`src/inc/pcs_map.svh`:
```
// Register map constants for the PHY configuration and status register (upper bits).
// Assumes a 5-bit management register address and 16-bit register data.
`ifndef PCS_MAP_SVH
`define PCS_MAP_SVH
`define PCS_ADDR_CFG_STAT   5'h19
`define PCS_BIT_JAB_DROP    11
`define PCS_BIT_AN_EN       10
`define PCS_BIT_FAR_FAULT_INDICATION_ENABLE     8
`define PCS_BIT_DUPLEX      7
`define PCS_BIT_SPEED10     6
`define PCS_BIT_CIM         5
`define PCS_RST_FAR_FAULT_INDICATION_ENABLE     1'b0
`define PCS_RST_CIM         1'b0
`define PCS_RST_JAB_DROP    1'b0
`define PCS_RST_RDATA       16'h0000
`endif

```
`src/inc/pcs_pkg.sv`:
```
// Types shared by the configuration and status register bank.
// Assumes nothing beyond the map header.
package pcs_pkg;
   typedef enum logic [1:0] {
      PCS_CRS_IDLE    = 2'b00,
      PCS_CRS_ACTIVE  = 2'b01,
      PCS_CRS_TIMEOUT = 2'b10
   } pcs_crs_state_t;
endpackage

```
`src/hw/pcs_cfg_status.sv`:
```
// Upper part of the PHY configuration and status register, management address 19h.
// Assumes a management front end that presents decoded reads and writes on sys_clk,
// and PHY status inputs that are synchronous to sys_clk.
`timescale 1ns/1ps
`include "pcs_map.svh"

// Overview of operation
// - With the jabber drop bit set, carrier sense falls once a descrambler time-out occurs.
// - With the jabber drop bit clear, carrier sense holds through a time-out until resync.
// - The jabber drop bit resets to the inverse of the repeater strap.
// - The negotiation status bit shows whether negotiation is enabled by straps or control.
// - The far-end fault enable bit resets to zero, is writable and gates the fault function.
// - The duplex bit reads one for full duplex and zero for half duplex.
// - The speed bit reads one for 10 Mb/s and zero for 100 Mb/s.
// - The integrity flag is latched, resets to zero and sets on an unstable link.
// - When the first LED select bit is set the integrity flag drives the first LED output.
// - Reserved bits read zero and are written as zero.
module pcs_cfg_status
   import pcs_pkg::*;
(
   input  wire logic        sys_clk,
   input  wire logic        rst,
   input  wire logic        repeater_strap,
   input  wire logic [4:0]  reg_addr,
   input  wire logic        reg_wr,
   input  wire logic        reg_rd,
   input  wire logic [15:0] reg_wdata,
   output logic      [15:0] reg_rdata,
   input  wire logic        negotiation_enabled,
   input  wire logic        full_duplex,
   input  wire logic        speed_10,
   input  wire logic        unstable_link,
   input  wire logic        first_led_select,
   input  wire logic        led_default,
   output logic             first_led_output,
   input  wire logic        carrier_raw,
   input  wire logic        descr_timeout,
   input  wire logic        descr_resync,
   output logic             carrier_sense,
   input  wire logic        far_fault_detect,
   output logic             far_fault_indication,
   output logic             jabber_carrier_drop_enable,
   output logic             far_fault_indication_enable
);
   // ----------------------------------------------------------------
   // Register decode
   // ----------------------------------------------------------------
   wire hit    = (reg_addr == `PCS_ADDR_CFG_STAT);
   wire wr_hit = hit & reg_wr;
   wire rd_hit = hit & reg_rd;

   logic strap_pending;
   logic cim_flag;
   pcs_crs_state_t crs_state;
   pcs_crs_state_t next_crs_state;

   // Strap is caught on the first clock after reset release, never under the reset itself
   always_ff @(posedge sys_clk or posedge rst) begin
      if (rst) begin
         strap_pending              <= 1'b1;
         jabber_carrier_drop_enable <= `PCS_RST_JAB_DROP;
         far_fault_indication_enable <= `PCS_RST_FAR_FAULT_INDICATION_ENABLE;
      end else begin
         strap_pending <= 1'b0;
         if (strap_pending) begin
            jabber_carrier_drop_enable <= ~repeater_strap;
         end else if (wr_hit) begin
            jabber_carrier_drop_enable <= reg_wdata[`PCS_BIT_JAB_DROP];
         end
         if (wr_hit) begin
            far_fault_indication_enable <= reg_wdata[`PCS_BIT_FAR_FAULT_INDICATION_ENABLE];
         end
      end
   end

   // ----------------------------------------------------------------
   // Read data
   // ----------------------------------------------------------------
   // Reserved bits are left zero
   wire [15:0] next_rdata = {4'h0,
                             jabber_carrier_drop_enable,
                             negotiation_enabled,
                             1'b0,
                             far_fault_indication_enable,
                             full_duplex,
                             speed_10,
                             cim_flag,
                             5'h00};

   always_ff @(posedge sys_clk or posedge rst) begin
      if (rst) begin
         reg_rdata <= `PCS_RST_RDATA;
      end else if (rd_hit) begin
         reg_rdata <= next_rdata;
      end
   end

   pcs_cim_latch u_cim (
      .sys_clk   (sys_clk),
      .rst       (rst),
      .unstable  (unstable_link),
      .rd_strobe (rd_hit),
      .flag      (cim_flag)
   );

   assign first_led_output     = first_led_select ? cim_flag : led_default;
   assign far_fault_indication = far_fault_indication_enable & far_fault_detect;

   // ----------------------------------------------------------------
   // Carrier sense through descrambler time-out
   // ----------------------------------------------------------------
   always_comb begin
      next_crs_state = crs_state;
      case (crs_state)
         PCS_CRS_IDLE: begin
            if (carrier_raw) next_crs_state = PCS_CRS_ACTIVE;
         end
         PCS_CRS_ACTIVE: begin
            if (descr_timeout) next_crs_state = PCS_CRS_TIMEOUT;
            else if (!carrier_raw) next_crs_state = PCS_CRS_IDLE;
         end
         PCS_CRS_TIMEOUT: begin
            if (descr_resync) next_crs_state = PCS_CRS_IDLE;
         end
         default: next_crs_state = PCS_CRS_IDLE;
      endcase
   end

   always_ff @(posedge sys_clk or posedge rst) begin
      if (rst) begin
         crs_state <= PCS_CRS_IDLE;
      end else begin
         crs_state <= next_crs_state;
      end
   end

   // Time-out state: drop carrier only when enabled, else hold until resync
   wire in_timeout = (crs_state == PCS_CRS_TIMEOUT);
   assign carrier_sense = in_timeout ? ~jabber_carrier_drop_enable
                                     : (crs_state == PCS_CRS_ACTIVE);

   // ----------------------------------------------------------------
   // Checks
   // ----------------------------------------------------------------
   chk_crs_drop_jab: assert property (@(posedge sys_clk) disable iff (rst)
      (in_timeout && jabber_carrier_drop_enable) |-> !carrier_sense)
      else $error("carrier held in time-out while drop enabled");
   chk_crs_hold_jab: assert property (@(posedge sys_clk) disable iff (rst)
      (crs_state == PCS_CRS_ACTIVE && descr_timeout && !jabber_carrier_drop_enable
       ##1 !jabber_carrier_drop_enable) |-> carrier_sense)
      else $error("carrier dropped in time-out while hold selected");
   chk_strap_load: assert property (@(posedge sys_clk) disable iff (rst)
      strap_pending |=> (jabber_carrier_drop_enable == !$past(repeater_strap)))
      else $error("jabber bit not loaded from strap");
   chk_rd_negot: assert property (@(posedge sys_clk) disable iff (rst)
      rd_hit |=> (reg_rdata[`PCS_BIT_AN_EN] == $past(negotiation_enabled)))
      else $error("negotiation status misread");
   chk_far_fault_indication_gate: assert property (@(posedge sys_clk) disable iff (rst)
      !far_fault_indication_enable |-> !far_fault_indication)
      else $error("fault indication while disabled");
   chk_rd_duplex: assert property (@(posedge sys_clk) disable iff (rst)
      rd_hit |=> (reg_rdata[`PCS_BIT_DUPLEX] == $past(full_duplex)))
      else $error("duplex status misread");
   chk_rd_speed: assert property (@(posedge sys_clk) disable iff (rst)
      rd_hit |=> (reg_rdata[`PCS_BIT_SPEED10] == $past(speed_10)))
      else $error("speed status misread");
   chk_led_route: assert property (@(posedge sys_clk) disable iff (rst)
      first_led_select |-> (first_led_output == cim_flag))
      else $error("led not showing integrity flag");
   chk_rsvd_zero: assert property (@(posedge sys_clk) disable iff (rst)
      ##1 (reg_rdata[15:12] == 4'h0 && !reg_rdata[9]))
      else $error("reserved bits not zero");
   chk_cim_clear: assert property (@(posedge sys_clk) disable iff (rst)
      (rd_hit && !unstable_link) |=> !cim_flag)
      else $error("integrity flag not cleared by read");

   // Read snapshot and write path; a write in the strap cycle loses bit 11 to the strap
   chk_rd_jab: assert property (@(posedge sys_clk) disable iff (rst)
      rd_hit |=> (reg_rdata[`PCS_BIT_JAB_DROP] == $past(jabber_carrier_drop_enable)))
      else $error("jabber drop bit misread");
   chk_rd_far_fault_indication: assert property (@(posedge sys_clk) disable iff (rst)
      rd_hit |=> (reg_rdata[`PCS_BIT_FAR_FAULT_INDICATION_ENABLE] == $past(far_fault_indication_enable)))
      else $error("fault enable bit misread");
   chk_rd_cim: assert property (@(posedge sys_clk) disable iff (rst)
      rd_hit |=> (reg_rdata[`PCS_BIT_CIM] == $past(cim_flag)))
      else $error("integrity flag misread");
   chk_jab_write: assert property (@(posedge sys_clk) disable iff (rst)
      (wr_hit && !strap_pending) |=>
         (jabber_carrier_drop_enable == $past(reg_wdata[`PCS_BIT_JAB_DROP])))
      else $error("jabber drop bit not written");
   chk_far_fault_indication_write: assert property (@(posedge sys_clk) disable iff (rst)
      wr_hit |=> (far_fault_indication_enable == $past(reg_wdata[`PCS_BIT_FAR_FAULT_INDICATION_ENABLE])))
      else $error("fault enable bit not written");
   chk_far_fault_indication_pass: assert property (@(posedge sys_clk) disable iff (rst)
      (far_fault_indication_enable && far_fault_detect) |-> far_fault_indication)
      else $error("fault indication missing while enabled");
   chk_led_default: assert property (@(posedge sys_clk) disable iff (rst)
      !first_led_select |-> (first_led_output == led_default))
      else $error("led not showing its normal source");
   // Carrier state walk around the descrambler time-out
   chk_crs_to_entry: assert property (@(posedge sys_clk) disable iff (rst)
      (crs_state == PCS_CRS_ACTIVE && descr_timeout) |=> in_timeout)
      else $error("time-out not entered");
   chk_crs_resync: assert property (@(posedge sys_clk) disable iff (rst)
      (in_timeout && descr_resync) |=> !in_timeout)
      else $error("time-out not left on resync");
   chk_crs_idle: assert property (@(posedge sys_clk) disable iff (rst)
      (crs_state == PCS_CRS_IDLE) |-> !carrier_sense)
      else $error("carrier sense while idle");

   cov_timeout_drop: cover property (@(posedge sys_clk) disable iff (rst)
      in_timeout && jabber_carrier_drop_enable);
   cov_timeout_hold: cover property (@(posedge sys_clk) disable iff (rst)
      in_timeout ##[1:20] descr_resync);
   cov_cim_read: cover property (@(posedge sys_clk) disable iff (rst)
      cim_flag && rd_hit);
   cov_far_fault_indication_on: cover property (@(posedge sys_clk) disable iff (rst)
      far_fault_indication);
   cov_set_on_read: cover property (@(posedge sys_clk) disable iff (rst)
      rd_hit && unstable_link);
endmodule

```
`src/hw/pcs_cim_latch.sv`:
```
// Latched-high flag for the carrier integrity monitor.
// Assumes the event input and the read strobe are synchronous to sys_clk.
`timescale 1ns/1ps
`include "pcs_map.svh"
module pcs_cim_latch
   import pcs_pkg::*;
(
   input  wire logic sys_clk,
   input  wire logic rst,
   input  wire logic unstable,
   input  wire logic rd_strobe,
   output logic      flag
);
   // Event wins over the read clear so no unstable cycle is ever lost
   wire next_flag_set = unstable;
   wire next_flag_clr = rd_strobe & ~unstable;

   always_ff @(posedge sys_clk or posedge rst) begin
      if (rst) begin
         flag <= `PCS_RST_CIM;
      end else if (next_flag_set) begin
         flag <= 1'b1;
      end else if (next_flag_clr) begin
         flag <= 1'b0;
      end
   end

   chk_flag_sets: assert property (@(posedge sys_clk) disable iff (rst)
      unstable |=> flag) else $error("integrity flag did not latch");
   chk_flag_holds: assert property (@(posedge sys_clk) disable iff (rst)
      (flag && !rd_strobe) |=> flag) else $error("integrity flag dropped unread");
endmodule

```
`config.mk`:
```
export PLATFORM = sky130hd
export DESIGN_NAME = pcs_cfg_status
export DESIGN_NICKNAME = d
export VERILOG_FILES = /design/src/inc/pcs_pkg.sv /design/src/hw/pcs_cfg_status.sv /design/src/hw/pcs_cim_latch.sv
export VERILOG_INCLUDE_DIRS = /design/src /design/src/inc
export SDC_FILE = /design/constraint.sdc
export NUM_CORES = 1
export LEC_CHECK = 0
export BUFFER_PORTS_ARGS = -buffer_cell sky130_fd_sc_hd__buf_2
export CAP_MARGIN = 5
export CORE_MARGIN = 1.5
export CORE_UTILIZATION = 32
export CTS_CLUSTER_DIAMETER = 60
export DETAILED_ROUTE_END_ITERATION = 10
export HOLD_SLACK_MARGIN = 0.05
export PLACE_DENSITY_LB_ADDON = 0.3
export SLEW_MARGIN = 20
export SYNTH_ARGS = -nofsm -noshare
export SYNTH_HDL_FRONTEND = slang
export SYNTH_HIERARCHICAL = 1
export SYNTH_SLANG_ARGS = --single-unit
```
`constraint.sdc`:
```
create_clock -name sys_clk -period 0.8 [get_ports sys_clk]
set_input_delay 0.16 -clock sys_clk [delete_from_list [all_inputs] [get_ports sys_clk]]
set_output_delay 0.16 -clock sys_clk [all_outputs]
set_load 0.01 [all_outputs]
```
==> results of run 1 <==
[layer usage]
metal	routed length (um)	vias to the layer above
li1	-	240
met1	451	218
met5	0	-
met4	4	0
met2	530	24
met3	91	2
[critical path, stage by stage, from the launching register on]
cell,delay (ns)
dfrtp_1,0.38
mux2_4,0.26
buf_6,0.12
[synth_stat cells (all sizes together)]
cell type / number / area (um^2)
nand3: 2 / 22.52
inv: 5 / 18.77
and2b: 1 / 8.760
a41o: 1 / 11.26
buf: 10 / 75.07
mux2: 8 / 90.09
conb: 1 / 3.750
o22ai: 1 / 6.260
dfrtp: 11 / 275.3
dfstp: 1 / 26.28
a2bb2oi: 1 / 8.760
o21ai: 1 / 5.000
and2: 1 / 6.260
nand2: 1 / 3.750
nand2b: 2 / 12.51
a31oi: 1 / 6.260
and3b: 2 / 18.77
a21o: 1 / 7.510
[logic make-up after synthesis]
logic type      after synthesis
other cells                   1
simple gates                  9
mux                           8
buf+inv                      15
compound gates                6
flops                        12
[state kept, by name, indices dropped and copies added (netlist names)]
register,cells
far_fault_indication_enable,1
reg_rdata,6
u_cim/flag,1
jabber_carrier_drop_enable,1
strap_pending,1
crs_state,2
[worst max path at each step]
| stage | from | cells past startpoint | slack, ns | endpoint |
|---|---|---|---|---|
| detailed placement | reg_addr[4] | 4 | -0.30 | reg_rdata[6] |
| global route | u_cim/flag | 2 | -0.43 | first_led_output |
| finish | u_cim/flag | 2 | -0.39 | first_led_output |
| global placement | reg_addr[4] | 4 | -0.28 | reg_rdata[6] |
| floorplan | reg_addr[4] | 3 | -0.15 | reg_rdata[10] |
| CTS | u_cim/flag | 2 | -0.41 | first_led_output |
[through the flow]
step | std cells | util (%) | worst slack, ns | total power [mW] | area [um^2]
3_3_place_gp | 111 | 46.16 | -0.2833 | 1.154 | 805.8
6_report | 120 | 52.90 | -0.3901 | 1.620 | 923.4
2_1_floorplan | 61 | - | -0.1547 | 1.015 | 666.9
4_1_cts | 120 | 52.33 | -0.4097 | 1.623 | 913.4
3_5_place_dp | 111 | 46.16 | -0.2973 | 1.161 | 805.8
5_1_grt | 120 | 52.90 | -0.4348 | 1.738 | 923.4
[power by group]
group          switching, mW  internal [mW]  leakage [nW]  total (mW)
Clock                  0.187          0.193        0.0150       0.379
Sequential            0.0548          0.698         0.145       0.753
Combinational          0.203          0.284         0.336       0.488
Total                  0.445           1.17         0.496        1.62
[final cells by class]
type                       count  area [um^2]  share of cell area, %
clock buffer                   4        26.28                  2.846
inverter                       5        22.52                  2.439
multi-input combinational     34        291.5                  31.57
sequential                    12        301.5                  32.66
tap                           25        31.28                  3.388
timing repair buffer          40        250.2                  27.10
[what timing repair did]
action | 4_1_cts | 5_1_grt
gates resized for setup | 10 | 4
pin swaps | 3 | 1
gates cloned | 0 | 0
hold endpoints to repair | 11 | 0
buffers inserted | 4 | 2
hold buffers | 1 | 0
setup endpoints to repair | 16 | 33
==> impl_metrics.csv, run 1 <==
group,metric,value,unit
clock_tree,cts_tree,"yes",
floorplan,start_util,34.77,%
yosys,yosys_warnings,6,
cells_and_area,final_cell_mix,"buf_2 (30), conb_1 (11), dfrtp_1 (11)",
yosys,synth_top_family_by_area,"buffers and inverters",
detailed_routing,dr.first_iter.drc_count,0,
global_route,grt_pass1_vias,426,
status,violations,"setup timing",
flow_run,max-cap-violations,0,
global_route,grt_overflow,0,
clock_tree,ctsHtreeMaxLevel,1,
critical_path,crit_path_start_kind,"flip-flop",
yosys,synthAdderAreaFrac,0,%
timing,whs,0.06797,ns
clock_tree,clk_pin_slew,0.08,ns
cells_and_area,diodes,0,
yosys,yosys-mux-area-fraction,14.85,%
critical_path,critPathKind,"reg -> out",
yosys,synth_compound_area_share,7.423,%
critical_path,crit_fanout,2,
global_route,grt_use_met3,3.922,%
clock_tree,cts_buffers,3,
yosys,synth_seq_cells,12,
power,leakagePower,0.4962,nW
detailed_routing,drc_errors,0,
clock_tree,clkSinkCount,12,
cells_and_area,layout.nets,132,
detailed_routing,viasPerCell,4.033,
power,power_density,1754,mW/mm^2
timing,timing.fmax,840.3,MHz
place,io_buffers,32,
timing,fin_ws,-0.3901,ns
critical_path,r2r-start,"u_cim/flag",
timing,tns,-2.848,ns
cells_and_area,layout_commonest_cell,"buf_2",
yosys,synth-xor-area-share,0,%
critical_path,worstReg2RegEnd,"reg_rdata[5]",
floorplan,die_h,46.55,um
critical_path,reg2reg_depth,3,
floorplan,num_rows,15,
timing,final-hold-violation-count,0,
timing,final_max_slew_viol_count,0,
timing,finalCriticalPeriod,1.190,ns
clock_tree,cts-root-buf,"clkbuf_4",
hold_path,hold_path_class,"in -> reg",
timing,finalCritPeriodShare,148.8,%
critical_path,reg2reg_slack,-0.19,ns
global_route,antenna_found_initial,0,
place,hpwlAfterDp,843,um
place,gp_congestion,0.5960,
global_route,grt_max_degree,12,
floorplan,die_x,46.55,um
yosys,synth.distinct_cells,20,
critical_path,critPathRequiredTime,0.64,ns
cells_and_area,layout-drive-gt1-share,65.26,%
clock_tree,cts_max_path_buffers,2,
yosys,ys_seq_area_share,49.69,%
global_route,grt_usage,11.12,%
detailed_routing,routed_wl,1077,um
detailed_routing,wl_per_cell,8.975,um
timing,finClkSkew,0.01458,ns
critical_path,crit_path_end_kind,"output pin",
status,status,"complete, but fails checks",
cells_and_area,syn2layout_area_growth,52.17,%
clock_tree,clock_latency,0.27,ns
timing,setup_viol_count_final,18,
timing,rsz0062_at_grt,"true",
global_route,grt_use_met1,13.70,%
hold_path,min_path_cells,2,
floorplan,dieArea,0.002166,mm^2
yosys,synth.avg_cell_area,11.90,um^2
yosys,netlist_instances,51,
critical_path,worstPathArrival,1.03,ns
detailed_routing,vias,484,
hold_path,holdCritStartpoint,"repeater_strap",
detailed_routing,drt-pass1-iter-count,1,
yosys,synthSimpleGateAreaFrac,11.96,%
floorplan,core-area,0.001745,mm^2
detailed_routing,ant_nets,0,
cells_and_area,nFillCells,184,
hold_path,whs_endpoint,"jabber_carrier_drop_enable",
floorplan,pin_count,57,
power,ir_drop,1125,uV
yosys,syn_area,606.8,um^2
global_route,met2_usage,16.39,%
global_route,busiest_layer,"met2",
global_route,grt_first_pass_wirelength,1614,um
(Power assumes the default switching activity.)
==> run 2, diff against run 1 <==
--- a/config.mk
+++ b/config.mk
@@ -8,8 +8,9 @@
 export LEC_CHECK = 0
 export BUFFER_PORTS_ARGS = -buffer_cell sky130_fd_sc_hd__buf_2
 export CAP_MARGIN = 5
+export CORE_ASPECT_RATIO = 0.8
 export CORE_MARGIN = 1.5
-export CORE_UTILIZATION = 32
+export CORE_UTILIZATION = 35
 export CTS_CLUSTER_DIAMETER = 60
 export DETAILED_ROUTE_END_ITERATION = 10
 export HOLD_SLACK_MARGIN = 0.05
==> constraint.sdc (replaced) <==
create_clock -name sys_clk -period 1.2 [get_ports sys_clk]
set_input_delay 0.24 -clock sys_clk [delete_from_list [all_inputs] [get_ports sys_clk]]
set_output_delay 0.24 -clock sys_clk [all_outputs]
set_load 0.01 [all_outputs]
==> run 2 against run 1 <==
Net effect:
- the flow still finishes with violations (setup timing)
- non-clock buffer count down 3
- combinational power shrank 44%
- sequential power fell by 34%
- clock power is 18% lower
- hold slack gained 0.071 ns
- utilization rose by 0.097 points
- critical path depth unchanged
- via count shrank 2.5%
- highest routed layer unchanged
- first-iteration DRC count is 3 higher
- sequential share of layout area is 2.3 points higher
- clock skew decreased by 0.014 ns
==> impl_metrics.csv, run 2 (synthesis gave the netlist of run 1 again) <==
group,metric,value,unit
status,status,"complete, but fails checks",
status,violations,"setup timing",
timing,tns,-0.1693,ns
clock_tree,cts_max_path_buffers,2,
clock_tree,cts_tree,"yes",
critical_path,reg2reg_depth,3,
cells_and_area,final_cell_mix,"buf_2 (31), conb_1 (11), dfrtp_1 (11)",
detailed_routing,routed_wl,1202,um
clock_tree,clkSinkCount,12,
critical_path,critPathRequiredTime,0.96,ns
timing,finClkSkew,0.0002660,ns
clock_tree,clock_latency,0.26,ns
power,leakagePower,0.4792,nW
cells_and_area,layout_commonest_cell,"buf_2",
global_route,grt_overflow,0,
global_route,antenna_found_initial,0,
detailed_routing,vias,472,
critical_path,worstReg2RegEnd,"reg_rdata[5]",
critical_path,crit_chain,"mux2_4, buf_6",
floorplan,pin_count,57,
global_route,grt_max_degree,12,
timing,setup_viol_count_final,2,
flow_run,max-cap-violations,0,
detailed_routing,ant_nets,0,
place,io_buffers,32,
global_route,grt_first_pass_wirelength,1607,um
cells_and_area,regArea,301.5,um^2
cells_and_area,diodes,0,
floorplan,die_x,49.56,um
place,gp_congestion,0.6493,
floorplan,dieArea,0.001994,mm^2
floorplan,die_h,40.24,um
timing,final-hold-violation-count,0,
hold_path,hold_path_class,"in -> reg",
critical_path,r2r-start,"u_cim/flag",
power,power,1.085,mW
global_route,grt_usage,11.37,%
floorplan,core-area,0.001627,mm^2
critical_path,worstPathArrival,1.04,ns
critical_path,reg2reg_slack,0.19,ns
detailed_routing,wl_per_cell,10.54,um
critical_path,crit_path_start_kind,"flip-flop",
floorplan,num_rows,13,
detailed_routing,viasPerCell,4.140,
cells_and_area,nFillCells,170,
timing,rsz0062_at_grt,"true",
clock_tree,cts_buffers,3,
hold_path,holdCritStartpoint,"repeater_strap",
cells_and_area,layout-drive-gt1-share,60.87,%
place,hpwlAfterDp,840.9,um
global_route,grt_pass1_vias,389,
cells_and_area,largestRegisters,"reg_rdata (6), crs_state (2)",
power,power_density,1259,mW/mm^2
clock_tree,cts-root-buf,"clkbuf_4",
timing,fin_ws,-0.08485,ns
timing,final_max_slew_viol_count,0,
timing,timing.fmax,778.3,MHz
timing,finalCritPeriodShare,107.1,%
cells_and_area,largest_register_ffs,6,
critical_path,critPathKind,"reg -> out",
floorplan,start_util,37.31,%
cells_and_area,syn2layout_area_growth,42.06,%
detailed_routing,drc_errors,0,
cells_and_area,largest-register,"reg_rdata",
cells_and_area,multi_input_comb_area,271.5,um^2
hold_path,min_path_cells,2,
clock_tree,ctsHtreeMaxLevel,1,
critical_path,crit_path_end_kind,"output pin",
power,ir_drop,697.2,uV
critical_path,critPathSlowestCell,"dfrtp_1",
detailed_routing,drt-pass1-iter-count,2,
clock_tree,clk_pin_slew,0.07,ns
timing,finalCriticalPeriod,1.285,ns
cells_and_area,layout.nets,129,
critical_path,max_stage_delay,0.39,ns
critical_path,crit_fanout,2,
detailed_routing,dr.first_iter.drc_count,3,
hold_path,whs_endpoint,"jabber_carrier_drop_enable",
run 2: cell types whose count changed in the layout (fill, tap and decap cells not counted), sizes merged:
cell      previous run  this run
buf                 39        36
clkinvlp             1         0
inv                  4         5
run 2: how the worst max path moves through the flow:
stage                       from          endpoint  slack (ns)  cells after the start
floorplan            reg_addr[2]     reg_rdata[10]        0.16                      3
global placement     reg_addr[4]      reg_rdata[5]        0.02                      4
detailed placement   reg_addr[4]     reg_rdata[11]        0.01                      4
CTS                 crs_state[0]     carrier_sense       -0.08                      3
global route        crs_state[0]     carrier_sense       -0.14                      3
finish                u_cim/flag  first_led_output       -0.08                      2
run 2: cell type report:
cell class,instances,share of cell area [%]
Clock buffer,4,4.209
Inverter,5,2.177
Multi-Input combinational cell,34,31.49
Sequential cell,12,34.98
Tap cell,22,3.193
Timing Repair Buffer,37,23.95
run 2: routing by layer:
metal | global-route usage [%] | routed length (um) | vias up
met4 | 2.083 | 14 | 0
met3 | 5.597 | 100 | 2
li1 | - | - | 233
met2 | 18.00 | 593 | 26
met1 | 14.39 | 492 | 211
met5 | 0 | 0 | -
run 2: what timing repair did:
item / CTS / global route
endpoints found under the setup margin: 2 / 3
hold buffers: 1 / 0
buffers inserted: 2 / 2
resized for setup: 3 / 3
endpoints found under the hold margin: 11 / 0
gates cloned: 0 / 0
pin swaps: 0 / 1
run 2: power by group:
group | switching [mW] | internal, mW
Clock | 0.127 | 0.184
Sequential | 0.0350 | 0.465
Combinational | 0.122 | 0.152
Total | 0.284 | 0.802
run 2: stage by stage:
stage               area, um^2  hold slack [ns]  setup WS [ns]  cells  util [%]
finish                   862.1           0.1394       -0.08485    114     53.00
global route             862.1           0.1239        -0.1410    114     53.00
CTS                      828.3           0.1440       -0.08028    112     50.92
detailed placement       757.0          0.08972        0.01001    105     46.54
global placement         757.0          0.08447        0.02415    105     46.54
floorplan                644.4         -0.03129         0.1586     61         -
run 2: critical path: cells and delay by family, from the launching register on:
kind / cells / cell delay, ns
buffers and inverters: 1 / 0.12
multiplexers: 1 / 0.27
flip-flops: 1 / 0.39
